$ cat src/rtl/tait_pkg.sv
// Constants, offsets and field positions of the interval timer
package tait_pkg;
    localparam int unsigned CLK_HZ         = 10_000_000;
    localparam logic [7:0]  OFF_CONTROL    = 8'h00;
    localparam logic [7:0]  OFF_COUNT      = 8'h10;
    localparam logic [7:0]  OFF_PERIOD     = 8'h20;
    localparam logic [7:0]  OFF_STATUS     = 8'h30;
    localparam logic [7:0]  OFF_MASK       = 8'h34;
    localparam logic [1:0]  ALIAS_WRITE    = 2'h0;
    localparam logic [1:0]  ALIAS_CLEAR    = 2'h1;
    localparam logic [1:0]  ALIAS_SET      = 2'h2;
    localparam logic [1:0]  ALIAS_INVERT   = 2'h3;
    localparam int unsigned BIT_ON         = 15;
    localparam int unsigned BIT_STOP_IDLE  = 13;
    localparam int unsigned BIT_WR_BLOCK   = 12;
    localparam int unsigned BIT_WR_PENDING = 11;
    localparam int unsigned BIT_GATE_EN    = 7;
    localparam int unsigned BIT_PRESC_HI   = 5;
    localparam int unsigned BIT_PRESC_LO   = 4;
    localparam int unsigned BIT_SYNC_SEL   = 2;
    localparam int unsigned BIT_CLK_SRC    = 1;
    localparam int unsigned BIT_EV_TIMER   = 0;
    localparam logic [15:0] CTRL_WR_MASK   = 16'hb0b6;
    localparam logic [15:0] CTRL_RST       = 16'h0000;
    localparam logic [15:0] COUNT_RST      = 16'h0000;
    localparam logic [15:0] PERIOD_RST     = 16'hffff;
    localparam logic [0:0]  STATUS_RST     = 1'h0;
    localparam logic [0:0]  MASK_RST       = 1'h0;
    localparam logic [1:0]  PRESC_1        = 2'h0;
    localparam logic [1:0]  PRESC_8        = 2'h1;
    localparam logic [1:0]  PRESC_64       = 2'h2;
    localparam logic [1:0]  PRESC_256      = 2'h3;
    localparam logic [7:0]  PRESC_MAX_1    = 8'h00;
    localparam logic [7:0]  PRESC_MAX_8    = 8'h07;
    localparam logic [7:0]  PRESC_MAX_64   = 8'h3f;
    localparam logic [7:0]  PRESC_MAX_256  = 8'hff;
endpackage

$ cat src/rtl/tait_top.sv
// Sixteen-bit interval timer and event counter with register port
//
// Functional notes
// - One 16-bit counter, timer or event counter
// - Internal, gated, sync external, async external modes
// - Control bit 15 enables the timer
// - Bit 13 stops timer during Idle
// - Bit 12 blocks count writes while pending
// - Bit 11 shows async write pending, sync zero
// - Bit 7 gates internal clock only
// - Bits 5-4 prescale 1, 8, 64, 256
// - Bit 2 synchronizes external clock when external
// - Bit 1 selects external pin or internal
// - Unimplemented control bits read zero, ignore writes
// - Clear, set, invert aliases touch ones only
// - Timer may run in Idle and Sleep
// - Async external mode counts secondary oscillator
//
// Decided for this implementation: the register offsets and strobed register access.
`timescale 1ns/1ps
`default_nettype none
module tait_top (
    input  wire logic        CLK_SYS,
    input  wire logic        SYS_RST,
    input  wire logic [7:0]  REG_ADDR,
    input  wire logic [31:0] REG_WDATA,
    input  wire logic        REG_WR,
    input  wire logic        REG_RD,
    output var  logic [31:0] REG_RDATA,
    input  wire logic        EXT_CLOCK_PIN,
    input  wire logic        GATE_IN,
    input  wire logic        CPU_IDLE,
    input  wire logic        CPU_SLEEP,
    output var  logic        TIMER_IRQ
);

    function automatic logic [15:0] alias_apply(input logic [15:0] old,
                                                input logic [15:0] wd,
                                                input logic [1:0]  kind);
        case (kind)
            tait_pkg::ALIAS_WRITE:  alias_apply = wd;
            tait_pkg::ALIAS_CLEAR:  alias_apply = old & ~wd;
            tait_pkg::ALIAS_SET:    alias_apply = old | wd;
            tait_pkg::ALIAS_INVERT: alias_apply = old ^ wd;
            default:                alias_apply = old;
        endcase
    endfunction

    function automatic logic [7:0] presc_max(input logic [1:0] sel);
        case (sel)
            tait_pkg::PRESC_1:   presc_max = tait_pkg::PRESC_MAX_1;
            tait_pkg::PRESC_8:   presc_max = tait_pkg::PRESC_MAX_8;
            tait_pkg::PRESC_64:  presc_max = tait_pkg::PRESC_MAX_64;
            tait_pkg::PRESC_256: presc_max = tait_pkg::PRESC_MAX_256;
            default:             presc_max = tait_pkg::PRESC_MAX_1;
        endcase
    endfunction

    logic [15:0] ctrl_q;
    logic [15:0] count_q;
    logic [15:0] period_q;
    logic [15:0] pend_val_q;
    logic        pend_q;
    logic [7:0]  presc_q;
    logic [0:0]  status_q;
    logic [0:0]  mask_q;
    logic        ext_s1_q;
    logic        ext_s2_q;
    logic        ext_s3_q;
    logic        ext_raw_q;
    logic        gate_q;

    logic [1:0]  alias_kind;
    logic [7:0]  base_addr;
    logic        wr_ctrl;
    logic        wr_count;
    logic        wr_period;
    logic        wr_status;
    logic        wr_mask;
    logic        ctrl_on;
    logic        ctrl_stop_in_idle;
    logic        ctrl_block;
    logic        ctrl_gate;
    logic        ctrl_sync;
    logic        ctrl_ext;
    logic [1:0]  ctrl_presc;
    logic        async_mode;
    logic        gated_mode;
    logic        ext_rise_sync;
    logic        ext_rise_raw;
    logic        base_tick;
    logic        run;
    logic        tick;
    logic        period_hit;
    logic        gate_fall;
    logic        ev_timer;
    logic        wr_pending_rd;
    logic [15:0] count_wval;
    logic        count_take_sync;
    logic        count_take_async;
    logic        pend_apply;
    logic [0:0]  status_d;

    assign alias_kind = REG_ADDR[3:2];
    assign base_addr  = {REG_ADDR[7:4], 4'h0};
    assign wr_ctrl    = REG_WR && (base_addr == tait_pkg::OFF_CONTROL);
    assign wr_count   = REG_WR && (base_addr == tait_pkg::OFF_COUNT);
    assign wr_period  = REG_WR && (base_addr == tait_pkg::OFF_PERIOD);
    assign wr_status  = REG_WR && (REG_ADDR == tait_pkg::OFF_STATUS);
    assign wr_mask    = REG_WR && (REG_ADDR == tait_pkg::OFF_MASK);

    assign ctrl_on    = ctrl_q[tait_pkg::BIT_ON];
    assign ctrl_stop_in_idle  = ctrl_q[tait_pkg::BIT_STOP_IDLE];
    assign ctrl_block = ctrl_q[tait_pkg::BIT_WR_BLOCK];
    assign ctrl_gate  = ctrl_q[tait_pkg::BIT_GATE_EN];
    assign ctrl_sync  = ctrl_q[tait_pkg::BIT_SYNC_SEL];
    assign ctrl_ext   = ctrl_q[tait_pkg::BIT_CLK_SRC];
    assign ctrl_presc = ctrl_q[tait_pkg::BIT_PRESC_HI:tait_pkg::BIT_PRESC_LO];

    // Mode decode; gate enable means nothing on the external pin
    assign async_mode = ctrl_ext && !ctrl_sync;
    assign gated_mode = !ctrl_ext && ctrl_gate;

    // Synchronized edge costs two cycles of latency but is glitch safe
    assign ext_rise_sync = ext_s2_q && !ext_s3_q;
    // Raw edge follows the pin directly, used when sync is off
    assign ext_rise_raw  = EXT_CLOCK_PIN && !ext_raw_q;

    always_comb begin
        if (ctrl_ext) begin
            base_tick = ctrl_sync ? ext_rise_sync : ext_rise_raw;
        end else if (ctrl_gate) begin
            base_tick = GATE_IN;
        end else begin
            base_tick = 1'b1;
        end
    end

    // Only the async external path keeps counting in Sleep
    assign run = ctrl_on
              && !(CPU_IDLE && ctrl_stop_in_idle)
              && !(CPU_SLEEP && !async_mode);

    assign tick       = run && base_tick && (presc_q == presc_max(ctrl_presc));
    assign period_hit = tick && (count_q == period_q);
    assign gate_fall  = ctrl_on && gated_mode && gate_q && !GATE_IN;
    assign ev_timer   = gated_mode ? gate_fall : period_hit;

    assign wr_pending_rd = pend_q && async_mode;

    assign count_wval       = alias_apply(count_q, REG_WDATA[15:0], alias_kind);
    assign count_take_sync  = wr_count && !async_mode;
    assign count_take_async = wr_count && async_mode && !(pend_q && ctrl_block);
    // Pending value lands on the next pin edge, or at once if mode left async
    assign pend_apply       = pend_q && (!async_mode || ext_rise_raw);

    always_ff @(posedge CLK_SYS or posedge SYS_RST) begin
        if (SYS_RST) begin
            ext_s1_q  <= 1'b0;
            ext_s2_q  <= 1'b0;
            ext_s3_q  <= 1'b0;
            ext_raw_q <= 1'b0;
            gate_q    <= 1'b0;
        end else begin
            ext_s1_q  <= EXT_CLOCK_PIN;
            ext_s2_q  <= ext_s1_q;
            ext_s3_q  <= ext_s2_q;
            ext_raw_q <= EXT_CLOCK_PIN;
            gate_q    <= GATE_IN;
        end
    end

    always_ff @(posedge CLK_SYS or posedge SYS_RST) begin
        if (SYS_RST) begin
            ctrl_q <= tait_pkg::CTRL_RST;
        end else if (wr_ctrl) begin
            ctrl_q <= alias_apply(ctrl_q, REG_WDATA[15:0], alias_kind)
                    & tait_pkg::CTRL_WR_MASK;
        end
    end

    always_ff @(posedge CLK_SYS or posedge SYS_RST) begin
        if (SYS_RST) begin
            period_q <= tait_pkg::PERIOD_RST;
        end else if (wr_period) begin
            period_q <= alias_apply(period_q, REG_WDATA[15:0], alias_kind);
        end
    end

    // Prescaler restarts when off or when the count is loaded
    always_ff @(posedge CLK_SYS or posedge SYS_RST) begin
        if (SYS_RST) begin
            presc_q <= 8'h00;
        end else if (!ctrl_on || count_take_sync || pend_apply) begin
            presc_q <= 8'h00;
        end else if (run && base_tick) begin
            if (presc_q >= presc_max(ctrl_presc)) begin
                presc_q <= 8'h00;
            end else begin
                presc_q <= presc_q + 8'h01;
            end
        end
    end

    // Async write slot; without the block a new write overwrites the old
    always_ff @(posedge CLK_SYS or posedge SYS_RST) begin
        if (SYS_RST) begin
            pend_q     <= 1'b0;
            pend_val_q <= tait_pkg::COUNT_RST;
        end else if (count_take_async) begin
            pend_q     <= 1'b1;
            pend_val_q <= count_wval;
        end else if (pend_apply) begin
            pend_q     <= 1'b0;
        end
    end

    always_ff @(posedge CLK_SYS or posedge SYS_RST) begin
        if (SYS_RST) begin
            count_q <= tait_pkg::COUNT_RST;
        end else if (count_take_sync) begin
            count_q <= count_wval;
        end else if (pend_apply) begin
            count_q <= pend_val_q;
        end else if (period_hit) begin
            count_q <= 16'h0000;
        end else if (tick) begin
            count_q <= count_q + 16'h0001;
        end
    end

    // Set beats a write-one clear landing in the same cycle
    always_comb begin
        status_d = status_q;
        if (wr_status && REG_WDATA[tait_pkg::BIT_EV_TIMER]) begin
            status_d[tait_pkg::BIT_EV_TIMER] = 1'b0;
        end
        if (ev_timer) begin
            status_d[tait_pkg::BIT_EV_TIMER] = 1'b1;
        end
    end

    always_ff @(posedge CLK_SYS or posedge SYS_RST) begin
        if (SYS_RST) begin
            status_q <= tait_pkg::STATUS_RST;
        end else begin
            status_q <= status_d;
        end
    end

    always_ff @(posedge CLK_SYS or posedge SYS_RST) begin
        if (SYS_RST) begin
            mask_q <= tait_pkg::MASK_RST;
        end else if (wr_mask) begin
            mask_q <= REG_WDATA[tait_pkg::BIT_EV_TIMER:tait_pkg::BIT_EV_TIMER];
        end
    end

    // Registered from next status so the level follows the flag
    always_ff @(posedge CLK_SYS or posedge SYS_RST) begin
        if (SYS_RST) begin
            TIMER_IRQ <= 1'b0;
        end else begin
            TIMER_IRQ <= |(status_d & mask_q);
        end
    end

    // Aliases read back the base register; unmapped reads give zero
    always_ff @(posedge CLK_SYS or posedge SYS_RST) begin
        if (SYS_RST) begin
            REG_RDATA <= 32'h0000_0000;
        end else if (REG_RD) begin
            if (base_addr == tait_pkg::OFF_CONTROL) begin
                REG_RDATA <= {16'h0000, ctrl_q | {4'h0, wr_pending_rd, 11'h000}};
            end else if (base_addr == tait_pkg::OFF_COUNT) begin
                REG_RDATA <= {16'h0000, count_q};
            end else if (base_addr == tait_pkg::OFF_PERIOD) begin
                REG_RDATA <= {16'h0000, period_q};
            end else if (REG_ADDR == tait_pkg::OFF_STATUS) begin
                REG_RDATA <= {31'h0000_0000, status_q};
            end else if (REG_ADDR == tait_pkg::OFF_MASK) begin
                REG_RDATA <= {31'h0000_0000, mask_q};
            end else begin
                REG_RDATA <= 32'h0000_0000;
            end
        end else begin
            REG_RDATA <= 32'h0000_0000;
        end
    end

endmodule
`default_nettype wire

$ cat config.mk
export PLATFORM = sky130hd
export DESIGN_NAME = tait_top
export DESIGN_NICKNAME = d
export VERILOG_FILES = /design/src/rtl/tait_pkg.sv /design/src/rtl/tait_top.sv
export SDC_FILE = /design/constraint.sdc
export NUM_CORES = 1
export LEC_CHECK = 0
export BUFFER_PORTS_ARGS = -buffer_cell sky130_fd_sc_hd__buf_2
export CAP_MARGIN = 20
export CORE_MARGIN = 2
export CORE_UTILIZATION = 55
export DETAILED_ROUTE_END_ITERATION = 6
export GPL_TIMING_DRIVEN = 0
export HOLD_SLACK_MARGIN = 0.06
export PLACE_DENSITY = 0.76
export SYNTH_ARGS = -nofsm -noshare
export SYNTH_HDL_FRONTEND = slang
export SYNTH_SLANG_ARGS = --single-unit
$ cat constraint.sdc
create_clock -name CLK_SYS -period 5.82 [get_ports CLK_SYS]
set_input_delay 1.164 -clock CLK_SYS [delete_from_list [all_inputs] [get_ports CLK_SYS]]
set_output_delay 1.164 -clock CLK_SYS [all_outputs]
set_load 0.02 [all_outputs]
==> results.sh, run 1 <==
export IMPL_run_status="complete, no violations"
export IMPL_cts_repair_resized=0
export IMPL_grt_start_max_net_pins=53
export IMPL_post_cts_repair_setup_buffers=0
export IMPL_hp_start="ext_s2_q"
export IMPL_rows=41
export IMPL_post_synth_cell_area_avg_um2=9.022
export IMPL_post_place_ws_ns=2.412
export IMPL_clk_transition_reported_paths_ns=0.06
export IMPL_irDropWorstVdd_v=0.0001352
export IMPL_path_max_fanout=10
export IMPL_postRouteAntennaNets=0
export IMPL_post_route_period_util_pct=53.70
export IMPL_post_route_setup_tns_ns=0
export IMPL_areaGrowthSynthToFinish_pct=11.26
export IMPL_netlist_cell_type_count=72
export IMPL_worstSetupPathType="in2reg"
export IMPL_min_to="ext_s3_q"
export IMPL_r2r_start="ctrl_q[5]"
export IMPL_cell_leakage_power_nw=3.770
export IMPL_drt_drc_violations_left=0
export IMPL_period_minus_slack_ns=3.125
export IMPL_hold_buffers=0
export IMPL_clockPowerShare_pct=27.2
export IMPL_die_h_um=118.0
export IMPL_post_layout_nonfiller_instances=1041
export IMPL_arrival_ns=3.38
export IMPL_synth_edf_count=0
export IMPL_timing_final_max_slew_violations=0
export IMPL_timing_hold_violations_final=0
export IMPL_cts_root_buffer="sky130_fd_sc_hd__clkbuf_16"
export IMPL_synth_area_leaders="sky130_fd_sc_hd__dfrtp_1, sky130_fd_sc_hd__ha_1, sky130_fd_sc_hd__mux4_2"
export IMPL_required_ns=6.07
export IMPL_synth_largest_area_cell="sky130_fd_sc_hd__dfrtp_1"
export IMPL_maxClockFrequency_mhz=320.0
export IMPL_initial_core_util_pct=56.39
export IMPL_final_critical_path_setup_slack_ns=2.695
export IMPL_global_route_wire_length_before_repair_um=31860
export IMPL_design_portCount=81
export IMPL_tritoncts_num_sinks=88
export IMPL_post_drt_via_cell_ratio=6.026
export IMPL_synth_cells=792
export IMPL_ys_async_sr_fraction_pct=100.0
export IMPL_die_width_um=118.0
export IMPL_startpoint_type="input port"
export IMPL_min_path_cells=0
export IMPL_detailed_place_hpwl_um=14770
export IMPL_sw_frac_of_total_pct=36.25
export IMPL_power_share_combinational_pct=30.4
export IMPL_placedCellCount=1025
export IMPL_hold_path_class="reg2reg"
export IMPL_synth_yosys_warnings=0
export IMPL_cts_tree="done"
export IMPL_core_region_area_mm2=0.01267
export IMPL_switchingPower_uw=742.4
export IMPL_timing_slew_headroom_pct=35.63
export IMPL_synth_top_flop_cell="sky130_fd_sc_hd__dfrtp_1"
export IMPL_grt_pass1_vias=6036
export IMPL_first_pass_iters=5
export IMPL_final_net_count=1000
export IMPL_finalClockSkew_ns=0.007542
export IMPL_share_seq_of_total_power_pct=42.4
export IMPL_wire_per_inst_um=18.50
export IMPL_max_cap_violations=0
export IMPL_post_synth_top_count_cell="sky130_fd_sc_hd__ha_1"
export IMPL_areal_power_density_over_the_cells_mw_per_mm2=257.6
export IMPL_worst_r2r_path_depth=9
export IMPL_numPortBuffers=45
export IMPL_worstSkewPairLatency_ns=0.36
export IMPL_groute_usage_overall_pct=29.11
export IMPL_yosysSeqAreaShare_pct=31.10
export IMPL_grt_overflow_total=0
export IMPL_wirelength_um=19260
export IMPL_die_area_mm2=0.01392
export IMPL_endpoints_failing_setup=0
export IMPL_initialDrtViolationCount=609
export IMPL_diodes_inserted=0
export IMPL_yosys_register_bits=88
export IMPL_grt_setup_unrepaired="false"
export IMPL_number_of_buffers_inserted_during_clock_tree_synthesis=9
export IMPL_worst_slew_pin_transition_ns=0.9635
export IMPL_antenna_violations_before_repair=0
export IMPL_power_internal_mw=1.306
export IMPL_cts_buffer_depth=2
export IMPL_ff2ff_setup_slack_ns=2.92
export IMPL_vias=6273
export IMPL_drive_gt1_share_pct=18.64
export IMPL_htree_levels=3
export IMPL_worstReg2RegEnd="count_q[10]"
export IMPL_post_synth_instance_area_mm2=0.007146
export IMPL_finalWeightedCongestion=0.9281
export IMPL_yosys_area_top_type_share_pct=25.21
export IMPL_netlist_top_cells_count="sky130_fd_sc_hd__ha_1, sky130_fd_sc_hd__inv_1, sky130_fd_sc_hd__dfrtp_1, sky130_fd_sc_hd__nor2_1, sky130_fd_sc_hd__a21oi_1"
export IMPL_critical_path_endpoint_type="register"
==> layer usage <==
layer | track usage (%) | vias up | share of wire (%)
met1 | 39.83 | 2992 | 43
met2 | 45.78 | 324 | 46
met4 | 14.08 | 0 | 3.6
met3 | 3.634 | 52 | 8.0
met5 | 0 | - | 0
li1 | - | 2905 | -
==> registers in the layout, summed over array words and instances (netlist names), 8 cells and up <==
register and flops:
pend_val_q 16, count_q 16, presc_q 8, period_q 16
ctrl_q 8, REG_RDATA 16
==> layout by cell type, fill, tap and decap left out, drive strengths merged, types with 37 or more instances in the layout <==
cell    count
nor2       64
o21ai      37
buf        76
inv        85
nand2      55
a21oi      63
ha         88
dfrtp      72
clkbuf     47
==> worst max-delay path by stage <==
stage	from	endpoint	slack (ns)	cells past startpoint
floorplan	SYS_RST	REG_RDATA[0]	2.40	1
global placement	SYS_RST	ext_s3_q	1.27	2
detailed placement	REG_ADDR[5]	presc_q[5]	2.41	8
CTS	REG_ADDR[5]	presc_q[5]	2.76	8
global route	REG_ADDR[2]	ctrl_q[1]	2.58	7
finish	REG_ADDR[5]	presc_q[5]	2.69	8
==> metrics by stage <==
stage,hold slack (ns),utilization (%),power [mW],cell area [um^2]
final,0.3917,62.74,2.048,7950
after global routing,0.4036,62.74,2.185,7950
after CTS,0.3919,62.74,2.042,7950
after detailed placement,0.3780,60.55,1.485,7672
after global placement,0.3654,60.31,1.454,7642
after floorplan,0.3538,-,1.286,7202
==> critical path, cell delays in order <==
cell and delay [ns]:
sky130_fd_sc_hd__buf_2 0.15, sky130_fd_sc_hd__nor4b_2 0.42, sky130_fd_sc_hd__buf_4 0.28, sky130_fd_sc_hd__nand3_4 0.19
sky130_fd_sc_hd__nand3_2 0.22, sky130_fd_sc_hd__nor2_2 0.12, sky130_fd_sc_hd__or4_1 0.52, sky130_fd_sc_hd__a221oi_1 0.31
==> cell type report <==
class | instances | area [um^2]
buffer | 64 | 324.1
clock buffer | 13 | 260.3
clock inverter | 3 | 17.52
fill | 1102 | 4721
inverter | 85 | 321.6
multi-input combinational | 570 | 4337
sequential | 88 | 2222
tap | 172 | 215.2
timing repair buffer | 46 | 252.7
==> cell families (layout without fill, tap and decap cells) <==
| group | Yosys count | after routing | share of synthesized area [%] |
|---|---|---|---|
| simple gates | 220 | 220 | 15.50 |
| other cells | 1 | 16 | 0.05248 |
| mux | 39 | 39 | 9.385 |
| xor+xnor | 18 | 18 | 2.206 |
| compound gates | 189 | 189 | 17.35 |
| fa+ha+maj | 88 | 88 | 15.41 |
| flops | 88 | 88 | 31.10 |
| buf+inv | 149 | 211 | 9.000 |
==> power by group through the flow <==
stage | clock network, mW | registers (mW) | logic [mW]
2_1_floorplan | 0 | 0.826 | 0.460
3_3_place_gp | 0 | 0.868 | 0.587
3_5_place_dp | 0 | 0.872 | 0.613
4_1_cts | 0.563 | 0.862 | 0.618
5_1_grt | 0.593 | 0.880 | 0.712
6_report | 0.557 | 0.869 | 0.622
Power figures use the tool's default switching activity.
==> run 2, diff against run 1 <==
--- a/config.mk
+++ b/config.mk
@@ -8,11 +8,11 @@
 export BUFFER_PORTS_ARGS = -buffer_cell sky130_fd_sc_hd__buf_2
 export CAP_MARGIN = 20
 export CORE_MARGIN = 2
-export CORE_UTILIZATION = 55
+export CORE_UTILIZATION = 54
 export DETAILED_ROUTE_END_ITERATION = 6
 export GPL_TIMING_DRIVEN = 0
 export HOLD_SLACK_MARGIN = 0.06
-export PLACE_DENSITY = 0.76
+export PLACE_DENSITY = 0.77
 export SYNTH_ARGS = -nofsm -noshare
 export SYNTH_HDL_FRONTEND = slang
 export SYNTH_SLANG_ARGS = --single-unit
==> constraint.sdc (replaced) <==
create_clock -name CLK_SYS -period 2.8 [get_ports CLK_SYS]
set_input_delay 0.56 -clock CLK_SYS [delete_from_list [all_inputs] [get_ports CLK_SYS]]
set_output_delay 0.56 -clock CLK_SYS [all_outputs]
set_load 0.02 [all_outputs]
==> results.sh, run 2 (same netlist as run 1, synthesis figures left out) <==
export IMPL_p_total_mw=4.436
export IMPL_timing_hold_violations_final=0
export IMPL_areaGrowthSynthToFinish_pct=12.47
export IMPL_required_ns=3.03
export IMPL_worst_r2r_path_depth=9
export IMPL_rows=42
export IMPL_placedCellCount=1030
export IMPL_max_cap_violations=0
export IMPL_cts_root_buffer="sky130_fd_sc_hd__clkbuf_16"
export IMPL_post_drt_via_cell_ratio=6.015
export IMPL_timing_final_max_slew_violations=0
export IMPL_ff2ff_setup_slack_ns=0.13
export IMPL_commonest_non_fill_non_tap_cells_in_the_layout="sky130_fd_sc_hd__ha_1, sky130_fd_sc_hd__inv_1, sky130_fd_sc_hd__dfrtp_1"
export IMPL_final_common_cell="sky130_fd_sc_hd__ha_1"
export IMPL_design_portCount=81
export IMPL_vias=6292
export IMPL_grt_start_max_net_pins=42
export IMPL_finalClockSkew_ns=0.01192
export IMPL_clockPowerShare_pct=29.6
export IMPL_grt_setup_unrepaired="false"
export IMPL_first_pass_iters=5
export IMPL_clk_transition_reported_paths_ns=0.06
export IMPL_htree_levels=3
export IMPL_global_route_wire_length_before_repair_um=31660
export IMPL_post_cts_repair_setup_buffers=0
export IMPL_antenna_violations_before_repair=0
export IMPL_tritoncts_num_sinks=88
export IMPL_r2r_start="ctrl_q[5]"
export IMPL_path_max_fanout=10
export IMPL_worstSkewPairLatency_ns=0.35
export IMPL_share_seq_of_total_power_pct=40.8
export IMPL_grt_overflow_total=0
export IMPL_worstSetupPathType="reg2reg"
export IMPL_sw_frac_of_total_pct=35.05
export IMPL_final_core_util_pct=61.42
export IMPL_max_stage_delay_ns=0.45
export IMPL_timing_slew_headroom_pct=46.32
export IMPL_post_dp_cell_area_mm2=0.007691
export IMPL_final_net_count=1001
export IMPL_grt_pass1_vias=6102
export IMPL_initialDrtViolationCount=590
export IMPL_die_h_um=119.0
export IMPL_startpoint_type="register"
export IMPL_core_region_area_mm2=0.01309
export IMPL_power_share_combinational_pct=29.6
export IMPL_hold_path_class="in2async"
export IMPL_stdcell_area_mm2=0.008036
export IMPL_wirelength_um=19600
export IMPL_drt_drc_violations_left=0
export IMPL_die_area_mm2=0.01417
export IMPL_post_layout_nonfiller_instances=1046
export IMPL_die_width_um=119.0
export IMPL_irDropWorstVdd_v=0.0003278
export IMPL_switchingPower_mw=1.555
export IMPL_post_route_period_util_pct=95.41
export IMPL_detailed_place_hpwl_um=14840
export IMPL_maxClockFrequency_mhz=374.3
export IMPL_cts_buffer_depth=2
export IMPL_drive_gt1_share_pct=19.43
export IMPL_number_of_buffers_inserted_during_clock_tree_synthesis=9
export IMPL_numPortBuffers=45
export IMPL_groute_usage_overall_pct=28.54
export IMPL_critical_path_endpoint_type="register"
export IMPL_areal_power_density_over_the_cells_mw_per_mm2=552.0
export IMPL_arrival_ns=2.90
export IMPL_finalWeightedCongestion=0.9114
export IMPL_cts_tree="done"
export IMPL_postRouteAntennaNets=0
export IMPL_diodes_inserted=0
export IMPL_power_internal_mw=2.882
export IMPL_worst_slew_pin_transition_ns=0.8051
export IMPL_endpoints_failing_setup=0
export IMPL_initial_core_util_pct=54.61
export IMPL_crit_path_max_delay_cell_type="sky130_fd_sc_hd__dfrtp_2"
export IMPL_cell_leakage_power_nw=3.788
export IMPL_worstReg2RegEnd="count_q[10]"
export IMPL_run_status="complete, no violations"
export IMPL_wire_per_inst_um=18.74
export IMPL_period_minus_slack_ns=2.671
export IMPL_cell_chain_of_the_critical_path="inv_1 -> ha_1 -> nand4_1 -> a211oi_4 -> and4_2 -> a21oi_2 -> buf_2 -> a211oi_1 -> nor3_1"
export IMPL_post_route_setup_tns_ns=0
-- run 2: area by class of cell --
type                            count  area, um^2
Clock inverter                      3       67.56
Sequential cell                    88        2225
Tap cell                          176       220.2
Timing Repair Buffer               47       265.3
Fill cell                        1086        5049
Multi-Input combinational cell    570        4362
Clock buffer                       13       250.2
Buffer                             64       324.1
Inverter                           85       322.8
-- run 2: per-layer routing --
layer	up-vias	global-route usage [%]	wire length [um]
met3	65	5.699	1683
met1	2991	36.84	7935
met4	0	14.21	849
met2	335	45.73	9132
met5	-	0	0
li1	2901	-	-
-- run 2: per-stage QoR --
step	hold WS [ns]	worst slack, ns
after CTS	0.2099	0.02049
final	0.2084	0.1285
after global placement	0.3632	-0.05009
after detailed placement	0.3673	-0.04650
after floorplan	0.3538	0.5013
after global routing	0.2216	0.006188
-- run 2: critical path, delay by kind of cell (launching register included) --
family	cells	cell delay, ns
fa+ha+maj	1	0.33
buf+inv	2	0.40
flops	1	0.45
compound gates	3	0.74
simple gates	3	0.63
-- run 2: timing repair --
item,in CTS,in global routing
pin swaps,0,0
hold buffers,0,0
gates resized for setup,1,8
gates cloned,0,0
hold endpoints to repair,0,0
setup endpoints to repair,1,23
-- run 2: worst max-delay path by stage --
stage / start / endpoint / slack (ns) / cells after the start
finish: ctrl_q[5] / count_q[10] / 0.13 / 9
detailed placement: EXT_CLOCK_PIN / presc_q[2] / -0.05 / 8
global route: ctrl_q[5] / count_q[10] / 0.006 / 9
global placement: EXT_CLOCK_PIN / presc_q[2] / -0.05 / 8
floorplan: REG_ADDR[2] / pend_val_q[0] / 0.50 / 5
CTS: ctrl_q[5] / count_q[10] / 0.02 / 9
-- run 2: power by group through the flow --
stage	sequential [mW]	clock, mW	combinational (mW)
global placement	1.81	0	1.20
CTS	1.79	1.32	1.29
detailed placement	1.81	0	1.27
finish	1.81	1.31	1.31
floorplan	1.72	0	0.956
global route	1.83	1.38	1.47
